### src/rtl/out_pkg.sv
package out_pkg;

   // byte and word geometry of the output stream
   localparam int RESULT_W = 24;
   localparam int TEMP_W = 14;
   localparam int TEMP_PAD_W = RESULT_W - TEMP_W;
   localparam int COUNT_W = 8;
   localparam int CRC_W = 16;
   localparam int PAY_BYTES = 4;

   // reset and preset values, and the checksum polynomial
   localparam logic [COUNT_W-1:0] COUNT_RESET = 8'h00;
   localparam logic [CRC_W-1:0] CRC_PRESET = 16'hFFFF;
   localparam logic [CRC_W-1:0] CRC_POLY = 16'h1021;
   localparam logic [RESULT_W-1:0] RESULT_RESET = 24'h000000;

   // integrity mode field codes
   localparam logic [1:0] INTEG_NONE = 2'h0;
   localparam logic [1:0] INTEG_INVERT = 2'h1;
   localparam logic [1:0] INTEG_CRC = 2'h2;

   // reference source code that selects the internal reference
   localparam logic [1:0] REF_INTERNAL = 2'h0;
   // input mux code that routes the temperature sensor
   localparam logic [3:0] MUX_TEMP = 4'h0;
   localparam logic [2:0] GAIN_ONE = 3'h0;

   // byte counts of a frame body, and the index of the last checksum byte
   localparam logic [2:0] NBYTES_CONV = 3'h3;
   localparam logic [2:0] NBYTES_REG = 3'h1;
   localparam logic [1:0] CRC_LAST_IDX = 2'h1;

   // output sequencer states, one-hot
   typedef enum logic [3:0] {
      ST_IDLE = 4'b0001,
      ST_PAY = 4'b0010,
      ST_INV = 4'b0100,
      ST_CRC = 4'b1000
   } seq_state_t;

   // one byte through the ccitt polynomial, msb first
   function automatic logic [CRC_W-1:0] crc_byte(input logic [CRC_W-1:0] crc_in, input logic [7:0] din);
      logic [CRC_W-1:0] c;
      logic fb;
      c = crc_in;
      fb = 1'b0;
      for (int i = 7; i >= 0; i--) begin
         fb = c[CRC_W-1] ^ din[i];
         c = {c[CRC_W-2:0], 1'b0} ^ (fb ? CRC_POLY : 16'h0000);
      end
      return c;
   endfunction

endpackage

### src/rtl/out_formatter.sv
// Operation
// - temperature bit selects internal sensor conversions
// - temperature mode overrides config zero, internal reference
// - 14-bit temperature left-justified in 24 bits
// - result bytes go out least significant first
// - one count is 0.03125 degrees, zero is zero
// - negative temperatures are two's complement
// - counter word only while counter enable set
// - counter byte precedes data on each conversion read
// - counter starts 00h, increments, wraps FFh to 00h
// - counter clears on enable toggle or reset
// - integrity covers register reads and counter word
// - mode 01 appends inverted copy after data
// - mode 10 appends 16-bit checksum after data
// - checksum is ccitt polynomial, preset FFFFh
`timescale 1ns/1ns
module out_formatter
   import out_pkg::*;
(
   input wire logic clock, // 125 MHz system clock
   input wire logic rst, // async reset, active high
   // configuration levels
   input wire logic temp_sense_enable, // 1 selects the temperature sensor
   input wire logic conv_counter_enable, // 1 prefixes the counter word
   input wire logic [1:0] integrity_mode, // 00 none, 01 inverted copy, 10 crc
   input wire logic [3:0] mux_sel_cfg, // input mux from configuration zero
   input wire logic [2:0] gain_cfg, // gain from configuration zero
   input wire logic pga_bypass_cfg, // pga bypass from configuration zero
   input wire logic [1:0] ref_sel_cfg, // selected reference source
   // effective analog front-end setting
   output logic meas_temp, // front end measures the temperature sensor
   output logic [3:0] mux_sel_eff, // mux setting actually applied
   output logic [2:0] gain_eff, // gain actually applied
   output logic pga_bypass_eff, // pga bypass actually applied
   output logic [1:0] ref_sel_eff, // reference actually applied
   // conversion results from the modulator and filter
   input wire logic conv_done, // one-cycle pulse, a conversion finished
   input wire logic [RESULT_W-1:0] conv_data, // analog input result
   input wire logic [TEMP_W-1:0] temp_code, // sensor code, 0.03125 C per count
   // read requests from the command decoder
   input wire logic rd_req, // one-cycle pulse, start a read frame
   input wire logic rd_is_reg, // 1 register read, 0 conversion read
   input wire logic [7:0] reg_data, // register contents for a register read
   output logic rd_ready, // high when a read can be started
   // byte stream to the serial transmitter
   output logic tx_valid, // a byte is offered
   output logic [7:0] tx_data, // byte offered
   input wire logic tx_ready, // transmitter takes the byte
   output logic tx_last // offered byte ends the frame
);

   ////////////////////////////////////////////////////////////////////
   // result capture and conversion counter

   logic [RESULT_W-1:0] result_r;
   logic [RESULT_W-1:0] result_nxt;
   logic [COUNT_W-1:0] count_r;
   logic [COUNT_W-1:0] count_nxt;
   logic [RESULT_W-1:0] temp_result;

   // the sensor code is already signed in 0.03125 C steps, so it goes in
   // untouched at the top; the pad bits carry nothing
   assign temp_result = {temp_code, {TEMP_PAD_W{1'b0}}};

   // a finished conversion replaces the held result; the path follows the
   // applied mode, so a mode change lands with the next finished conversion
   assign result_nxt = conv_done ? (meas_temp ? temp_result : conv_data) : result_r;

   // counter held at zero while disabled, so a clear-then-set restarts it
   // it advances on every finished conversion, read or not, so gaps show misses
   assign count_nxt = !conv_counter_enable ? COUNT_RESET :
                      (conv_done ? count_r + 8'h01 : count_r);

   // result and counter registers; any reset puts the counter back to 00h
   always_ff @(posedge clock or posedge rst) begin
      if (rst) begin
         result_r <= RESULT_RESET;
         count_r <= COUNT_RESET;
      end else begin
         result_r <= result_nxt;
         count_r <= count_nxt;
      end
   end

   ////////////////////////////////////////////////////////////////////
   // front-end override in temperature mode

   logic [3:0] mux_nxt;
   logic [2:0] gain_nxt;
   logic pga_nxt;
   logic [1:0] ref_nxt;

   // configuration zero is ignored entirely and the internal reference is
   // forced; registered so the analog side sees a glitch-free setting;
   // the mux code here only matters outside temperature mode, where the
   // sensor path is chosen by meas_temp instead
   assign mux_nxt = temp_sense_enable ? MUX_TEMP : mux_sel_cfg;
   assign gain_nxt = temp_sense_enable ? GAIN_ONE : gain_cfg;
   assign pga_nxt = temp_sense_enable ? 1'b0 : pga_bypass_cfg;
   assign ref_nxt = temp_sense_enable ? REF_INTERNAL : ref_sel_cfg;

   // applied setting registers; the analog side sees one change per edge
   always_ff @(posedge clock or posedge rst) begin
      if (rst) begin
         meas_temp <= 1'b0;
         mux_sel_eff <= 4'h0;
         gain_eff <= 3'h0;
         pga_bypass_eff <= 1'b0;
         ref_sel_eff <= REF_INTERNAL;
      end else begin
         meas_temp <= temp_sense_enable;
         mux_sel_eff <= mux_nxt;
         gain_eff <= gain_nxt;
         pga_bypass_eff <= pga_nxt;
         ref_sel_eff <= ref_nxt;
      end
   end

   ////////////////////////////////////////////////////////////////////
   // frame snapshot taken when a read starts

   logic [8*PAY_BYTES-1:0] pay_r;
   logic [8*PAY_BYTES-1:0] pay_new;
   logic [2:0] npay_r;
   logic [2:0] npay_new;
   logic [1:0] mode_r;
   logic [2:0] body_bytes;
   logic [8*PAY_BYTES-1:0] body_vec;
   logic cnt_lead;

   // body bytes in wire order: register byte, or result lsb first; a read
   // that lands on the same edge as conv_done sends the previous result,
   // which matches the counter byte taken on that edge
   assign body_bytes = rd_is_reg ? NBYTES_REG : NBYTES_CONV;
   assign body_vec = rd_is_reg ? {24'h000000, reg_data} : {8'h00, result_r};

   // the counter byte leads, on conversion reads only, when enabled; a
   // register read never carries it, so the host cannot mistake a register
   // byte for a fresh count
   assign cnt_lead = conv_counter_enable && !rd_is_reg;
   assign pay_new = cnt_lead ? {body_vec[8*PAY_BYTES-9:0], count_r} : body_vec;
   assign npay_new = cnt_lead ? body_bytes + 3'h1 : body_bytes;

   ////////////////////////////////////////////////////////////////////
   // output sequencer
   // one byte is on offer at a time; it moves on only at an edge with ready

   seq_state_t state_r;
   seq_state_t state_nxt;
   logic [1:0] idx_r;
   logic [1:0] idx_nxt;
   logic [7:0] data_r;
   logic [7:0] data_nxt;
   logic start;
   logic step;
   logic pay_end;
   logic inv_end;
   logic crc_end;
   logic [CRC_W-1:0] crc_r;
   logic [CRC_W-1:0] crc_nxt;
   logic trail_inv;
   logic trail_crc;

   // byte i of a packed payload
   // the same picker serves the body and its inverted copy
   function automatic logic [7:0] pick(input logic [8*PAY_BYTES-1:0] v, input logic [1:0] i);
      return v[8*i +: 8];
   endfunction

   // frame start, byte handover and end-of-section detection
   assign start = rd_req && (state_r == ST_IDLE);
   assign step = tx_valid && tx_ready;
   assign pay_end = ({1'b0, idx_r} == npay_r - 3'h1);
   assign inv_end = pay_end;
   assign crc_end = (idx_r == CRC_LAST_IDX);

   // trailer kind of the frame in flight, from the mode latched at start;
   // code 11 decodes as neither and so sends a bare frame
   assign trail_inv = (mode_r == INTEG_INVERT);
   assign trail_crc = (mode_r == INTEG_CRC);

   // next state and index; the trailer follows the msb data byte at once
   // a stray state code returns to idle rather than hanging the link
   always_comb begin
      state_nxt = state_r;
      idx_nxt = idx_r;
      unique case (state_r)
         ST_IDLE: begin
            if (start) begin
               state_nxt = ST_PAY;
               idx_nxt = 2'h0;
            end
         end
         ST_PAY: begin
            if (step && !pay_end) begin
               idx_nxt = idx_r + 2'h1;
            end else if (step && trail_inv) begin
               state_nxt = ST_INV;
               idx_nxt = 2'h0;
            end else if (step && trail_crc) begin
               state_nxt = ST_CRC;
               idx_nxt = 2'h0;
            end else if (step) begin
               state_nxt = ST_IDLE;
            end
         end
         ST_INV: begin
            if (step && inv_end) begin
               state_nxt = ST_IDLE;
            end else if (step) begin
               idx_nxt = idx_r + 2'h1;
            end
         end
         ST_CRC: begin
            if (step && crc_end) begin
               state_nxt = ST_IDLE;
            end else if (step) begin
               idx_nxt = idx_r + 2'h1;
            end
         end
         default: begin
            state_nxt = ST_IDLE;
            idx_nxt = 2'h0;
         end
      endcase
   end

   // byte to present after this edge; data is loaded ahead so tx_data is a flop
   // the crc high byte uses crc_nxt because the last body byte folds in now
   always_comb begin
      data_nxt = data_r;
      if (start) begin
         data_nxt = pick(pay_new, 2'h0);
      end else if (step) begin
         unique case (state_nxt)
            ST_PAY: data_nxt = pick(pay_r, idx_nxt);
            ST_INV: data_nxt = ~pick(pay_r, idx_nxt);
            ST_CRC: data_nxt = (idx_nxt == 2'h0) ? crc_nxt[15:8] : crc_r[7:0];
            ST_IDLE: data_nxt = 8'h00;
            default: data_nxt = 8'h00;
         endcase
      end
   end

   // state, index and the byte on offer
   always_ff @(posedge clock or posedge rst) begin
      if (rst) begin
         state_r <= ST_IDLE;
         idx_r <= 2'h0;
         data_r <= 8'h00;
      end else begin
         state_r <= state_nxt;
         idx_r <= idx_nxt;
         data_r <= data_nxt;
      end
   end

   // snapshot so a conversion finishing mid-frame cannot tear the bytes
   // the mode is latched too, so changing it mid-frame cannot drop a trailer
   always_ff @(posedge clock or posedge rst) begin
      if (rst) begin
         pay_r <= 32'h00000000;
         npay_r <= 3'h0;
         mode_r <= INTEG_NONE;
      end else if (start) begin
         pay_r <= pay_new;
         npay_r <= npay_new;
         mode_r <= integrity_mode;
      end
   end

   // checksum runs over counter and data bytes as they leave; folding the
   // byte actually accepted keeps the sum right under any stall, and the
   // counter enters only as the first body byte
   crc16_byte u_crc (
      .clock(clock),
      .rst(rst),
      .init(start),
      .en(step && state_r == ST_PAY),
      .din(data_r),
      .crc_r(crc_r),
      .crc_nxt(crc_nxt)
   );

   ////////////////////////////////////////////////////////////////////
   // handshake outputs

   // valid and ready are pure state decodes, so they change only on an edge
   assign tx_valid = (state_r != ST_IDLE);
   assign tx_data = data_r;
   // a read during a frame is dropped without notice; the host must wait
   // for ready or it loses the request
   assign rd_ready = (state_r == ST_IDLE);

   // last byte: end of a bare body, end of the inverted copy, or crc low byte
   assign tx_last = ((state_r == ST_PAY) && pay_end && !trail_inv && !trail_crc) ||
                    ((state_r == ST_INV) && inv_end) ||
                    ((state_r == ST_CRC) && crc_end);

endmodule

### src/rtl/crc16_byte.sv
`timescale 1ns/1ns
module crc16_byte
   import out_pkg::*;
(
   input wire logic clock, // system clock
   input wire logic rst, // async reset, active high
   input wire logic init, // preset the remainder
   input wire logic en, // fold din into the remainder
   input wire logic [7:0] din, // byte in transmission order
   output logic [CRC_W-1:0] crc_r, // remainder so far
   output logic [CRC_W-1:0] crc_nxt // remainder including din when en
);

   logic [CRC_W-1:0] folded;

   // next remainder; init wins so a fresh frame never inherits an old sum
   assign folded = crc_byte(crc_r, din);
   assign crc_nxt = init ? CRC_PRESET : (en ? folded : crc_r);

   // remainder register
   always_ff @(posedge clock or posedge rst) begin
      if (rst) begin
         crc_r <= CRC_PRESET;
      end else begin
         crc_r <= crc_nxt;
      end
   end

endmodule

### config.mk
export PLATFORM = sky130hd
export DESIGN_NAME = out_formatter
export DESIGN_NICKNAME = d
export VERILOG_FILES = /design/src/rtl/out_pkg.sv /design/src/rtl/out_formatter.sv /design/src/rtl/crc16_byte.sv
export SDC_FILE = /design/constraint.sdc
export NUM_CORES = 1
export LEC_CHECK = 0
export BUFFER_PORTS_ARGS = -buffer_cell sky130_fd_sc_hd__buf_2
export CAP_MARGIN = 20
export CORE_UTILIZATION = 30
export DETAILED_ROUTE_END_ITERATION = 12
export GPL_ROUTABILITY_DRIVEN = 0
export PLACE_DENSITY = 0.59
export SLEW_MARGIN = 5
export SYNTH_ARGS = -nofsm -noshare
export SYNTH_HDL_FRONTEND = slang
export SYNTH_SLANG_ARGS = --single-unit
### constraint.sdc
create_clock -name clock -period 4.91 [get_ports clock]
set_clock_uncertainty 0.2 [all_clocks]
set_input_delay 0.491 -clock clock [delete_from_list [all_inputs] [get_ports clock]]
set_output_delay 0.491 -clock clock [all_outputs]
set_load 0.01 [all_outputs]
# After elaboration in Yosys (flattened, before gate mapping)
# Index checks and enable logic that the tools add are counted.
# word_totals
inputBits	66
regBits	110
# op_classes
n_mux	41
n_shift	1
bitwise	17
add_sub_neg	4
eq_ne	13
reduce_logical	23
# ops
op	count
$xor 16x16->16	8
$mux 13	8
$mux 24	2
$mux 8	5
$mux 16	2
$mux 32	1
$mux 4	8
$shiftx 32x6->8	1
$pmux 8 s3	1
$mux 2	9
$pmux 4 s4	1
$logic_and 1x1->1	14
$add 8x1->8 const B	1
$eq 4x2->1 const B	2
$eq 4x3->1 const B	2
$eq 4x4->1 const B	2
$not 8->8	1
$pmux 2 s4	1
$xor 1x1->1	8
$mux 3	2
$eq 2x1->1 const B	2
$eq 4x1->1 const B	1
$logic_not 1->1	4
$ne 4x1->1 const B	1
10 further kinds	12

# Logic depth before layout (Yosys ltp)
# depth
ltp_word	30
ltp_mapped	11

# By module
# A second synthesis with hierarchy kept.
# unflattened
hier_cells	598
hier_area_um2	6004.5
# modules_own_cells
mod	cells_each	instances	seq_area_each_um2	area_each_um2
out_formatter	518	1	2353.5	4973.5
crc16_byte	80	1	420.4	1031.0

# Worst setup path before layout
# No wires, ideal clock.
# synth_timing
path_type	register -> register
from	reg npay_r[0]
to	reg data_r[3] (netlist: tx_data[3])
path_slack_ns	2.005
synth_period_minus_slack_ns	2.905
required_ns	4.558
setup_ns	0.152
path_stages_with_launch	11
arrival_time_ns	2.553
path_cell_list	dfrtp_1 inv_1 ha_1 xnor2_1 o311a_1 o21a_1 nor2_2 clkbuf_1 mux4_2 nand2_1 o311ai_0
# synth_via
elab_chain_len	11
word_cells_on_any_way	21
cone_classes	add/sub: 1; eq/ne: 4; shift: 1; mux: 10; bitwise: 1; reduce/logical: 4
# synth_lines
item	line_no	source
start: declaration	out_formatter.sv:124	logic [2:0] npay_r;
start signal: assignment	out_formatter.sv:267	npay_r <= npay_new;
$sub 3x1->3 (*)	out_formatter.sv:173	assign pay_end = ({1'b0, idx_r} == npay_r - 3'h1);
$eq 2x3->1 (*)	out_formatter.sv:173	
$logic_not 1->1	out_formatter.sv:195	if (step && !pay_end) begin
$logic_and 1x1->1	out_formatter.sv:195	
$mux 2	out_formatter.sv:195	
$pmux 2 s4	out_formatter.sv:187	unique case (state_r)
$shiftx 32x6->8 / $logic_not 2->1 (equally long branches)	out_formatter.sv:167, out_formatter.sv:238	
$not 8->8 / $mux 8 (equally long branches)	out_formatter.sv:237, out_formatter.sv:238	
$pmux 8 s3 (*)	out_formatter.sv:235	unique case (state_nxt)
$mux 8 (*)	out_formatter.sv:234	end else if (step) begin
$mux 8 (*)	out_formatter.sv:232	if (start) begin
end signal: assignment	out_formatter.sv:254	data_r <= data_nxt;
end: declaration	out_formatter.sv:152	logic [7:0] data_r;
# Every way passes the cells marked *; elsewhere a longest branch is shown, timed or not. The select of a mux whose other input is x is not followed.
# A chain may end at the register's enable or synchronous reset.

# Worst setup path in the final report
# layout_timing
from	reg npay_r[0]
to	reg data_r[6] (netlist: tx_data[6])
# layout_via
elab_chain_len	11
word_cells_on_any_way	21
cone_classes	add/sub: 1; eq/ne: 4; shift: 1; mux: 10; bitwise: 1; reduce/logical: 4
# layout_lines
item	line_no	source
$sub 3x1->3 (*)	out_formatter.sv:173	
$eq 2x3->1 (*)	out_formatter.sv:173	
$logic_not 1->1	out_formatter.sv:195	
$logic_and 1x1->1	out_formatter.sv:195	
$mux 2	out_formatter.sv:195	
$pmux 2 s4 (*)	out_formatter.sv:187	
via idx_nxt[0]	out_formatter.sv:151	logic [1:0] idx_nxt;
$shiftx 32x6->8 / $logic_not 2->1 (equally long branches)	out_formatter.sv:167, out_formatter.sv:238	
$not 8->8 / $mux 8 (equally long branches)	out_formatter.sv:237, out_formatter.sv:238	
$pmux 8 s3 (*)	out_formatter.sv:235	
$mux 8 (*)	out_formatter.sv:234	
$mux 8 (*)	out_formatter.sv:232	
# Mark *: on every way through the listed nets, which the timed path passes. The rest lies on a longest branch. The select of a mux whose other input is x is not followed.

==> flow_summary.yaml <==
status:
  status: "finished, final reports clean"
global_route:
  antenna_found_initial: 0
  grt.total_usage: 0.149
  grt_pass1_vias: 4365
  grt.overflow.total: 0
  grt_first_pass_wirelength_um: 23500
  grt_max_degree: 84
flow_run:
  drv_cap: 0
synthesis:
  synth_common_cells: "nand2_1 (107), dfrtp_1 (93), mux2i_1 (58)"
  yosys.area.top_type: "dfrtp_1"
  synthTopCellsByArea: "dfrtp_1 (39%), mux2i_1 (9.8%), dfstp_2 (7.5%)"
  synth.most_common_cell: "nand2_1"
  synth-simple-area-share: 0.173
  synth-xor-area-share: 0.0547
  synth_top_family_by_area: "simple AND/OR/NAND/NOR gates"
  synth-compound-area-share: 0.132
  yosysWarnings: 0
  synth_mux_area_frac: 0.125
  syn_inst: 617
  synth_cell_type_count: 53
  synth_top_area_share: 0.393
  syn-mean-instance-area_um2: 9.60
  synth_ff_type: "dfrtp_1"
  synth_fa_ha_area_frac: 0.00634
  asyncSetResetFlopFracSynth: 1.00
  yosysSeqAreaShare: 0.468
  ys_ff_latch: 110
  synth_edf_count: 0
  netlist_area_um2: 5920
  syn-num-nets: 686
clock_network:
  cts-root-buf: "clkbuf_16"
  clock_path_buffers: 2
  clk_latency_ns: 0.35
  h-tree-depth: 3
  cts_sinks: 110
  cts_tree: "built"
  numCtsBuffers: 9
  path_clk_slew_ns: 0.08
critical_path:
  startpoint: "npay_r[0]"
  ff2ff_path_depth: 10
  crit_path_end: "tx_data[6]"
  start_kind: "register"
  worstSetupPathType: "reg2reg"
  r2r_setup_slack_ns: 1.33
  arrival_ns: 3.60
  cp-end-kind: "register"
  worstPathRequired_ns: 4.93
  r2r_start: "npay_r[0]"
  r2r-end: "tx_data[6]"
  path_max_fanout: 11
die:
  row_count: 51
  die-area_um2: 20300
  core_um2: 19400
  io-pin-count: 88
  die_w_um: 143
  die_h_um: 143
  start_util: 0.305
sta:
  drv_slew: 0
  tightest_slew_ns: 0.881
  setup_ws_ns: 1.33
  finalCritPeriodShare: 0.729
  final_hold_viol_count: 0
  finalSetupViolCount: 0
  slew_headroom: 0.411
  tns_ns: 0
  period_minus_slack_ns: 3.58
  grt_setup_unrepaired: "no"
  fmax_ghz: 0.279
finish:
  layout.nets: 752
  drive_gt1_frac: 0.209
  antenna_cells: 0
  syn2layout_area_growth_pct: 16.7
detailed_routing:
  drc: 0
  viasPerCell: 4.86
  drtPass1Iterations: 4
  ant_nets: 0
  via_count: 4631
  drtIter0Drc: 284
  wl_per_cell_um: 15.2
  routed_wl_um: 14500
power_and_ir_drop:
  power.density_nw_per_um2: 523
  ir_worst_vdd_mv: 0.241
  p_leak_nw: 3.21
hold_path:
  hp-class: "in2reg"
placed_design:
  dp_slack_ns: 1.36
  io_buffers: 87
  detailed_place_hpwl_um: 10500
-- metrics by stage --
step,hold WS [ns],std cells,area [um2],total power [W],util
finish,0.130,953,6910,0.00361,0.356
global route,0.126,953,6910,0.00387,0.356
CTS,0.123,951,6870,0.00364,0.354
detailed placement,0.255,935,6560,0.00285,0.338
global placement,0.258,935,6560,0.00284,0.338
floorplan,0.234,617,5920,0.00248,-
-- cell families (layout without fill, tap and decap cells) --
group / count (synthesis) / after routing
flops: 110 / 110
compound gates: 117 / 117
simple gates: 226 / 226
buf+inv: 58 / 129
xor+xnor: 37 / 37
fa+ha+maj: 3 / 3
mux: 66 / 66
-- worst min path at each step --
stage                            startpoint           to  slack, ns  cells past startpoint
after floorplan                   pay_r[30]    pay_r[30]       0.23                      2
after global placement             pay_r[2]     pay_r[2]       0.26                      2
after detailed placement          pay_r[24]    pay_r[24]       0.26                      2
after CTS                 integrity_mode[0]    mode_r[0]       0.12                      3
after global routing           conv_data[8]  result_r[8]       0.13                      3
final                     integrity_mode[0]    mode_r[0]       0.13                      3
-- power breakdown --
group          switching, W  internal, W  total [W]
logic              0.000800     0.000592    0.00139
registers          0.000247      0.00120    0.00144
clock network      0.000358     0.000419   0.000777
-- cell usage in the layout, fill, tap and decap left out, drive strengths merged, types with 2 or more instances in the layout --
cell type and count:
nand2 107, dfrtp 93, buf 91, mux2i 58, nor2 44, o21ai 35, a21oi 25, xnor2 24
inv 24, nand3 23, dfstp 17, o31ai 16, nor2b 15, xor2 13, o211ai 12, clkbuf 10
nor3 9, and2 7, nand4 7, o311ai 7, mux4 6, or3 5, a21boi 5, a32o 4
a31oi 3, ha 3, or4b 3, o22ai 2, mux2 2, a21o 2, clkinv 2
-- state kept, by name, summed over array words and instances (netlist names) --
register / flops
u_crc.crc_r: 16
count_r: 8
result_r: 24
idx_r: 2
pay_r: 32
npay_r: 3
ref_sel_eff: 2
mode_r: 2
gain_eff: 3
state_r: 4
pga_bypass_eff: 1
meas_temp: 1
mux_sel_eff: 4
tx_data: 8
-- repair_timing --
action | 4_1_cts | 5_1_grt
gates resized for setup | 0 | 0
setup endpoints to repair | 0 | 0
buffers inserted | 0 | 0
hold endpoints to repair | 0 | 13
hold buffers | 0 | 1
-- worst max-delay path, cell delays in order (launching register included) --
cell      delay [ns]
dfrtp_1         0.39
inv_1           0.06
ha_1            0.30
xnor2_1         0.20
nor4_1          0.53
o21ai_2         0.12
a21oi_2         0.62
inv_2           0.25
mux4_2          0.50
mux2i_1         0.17
o311ai_1        0.11
-- per-layer routing --
layer / routed length [um] / GRT usage / vias to the layer above / part of all wire
li1: - / - / 2291 / -
met1: 7270 / 0.214 / 2204 / 0.50
met2: 6480 / 0.225 / 120 / 0.45
met3: 545 / 0.0273 / 16 / 0.038
met4: 207 / 0.0430 / 0 / 0.014
met5: 0 / 0 / - / 0
-- area by class of cell --
type | count | area [um2]
multi-input cells | 449 | 2910
fillers | 2031 | 12500
inverters | 21 | 81.3
flip-flops and latches | 110 | 2770
clock buffers | 10 | 239
repair buffers | 92 | 495
well taps | 265 | 332
clock inverters | 6 | 77.6
(Power assumes the default switching activity.)
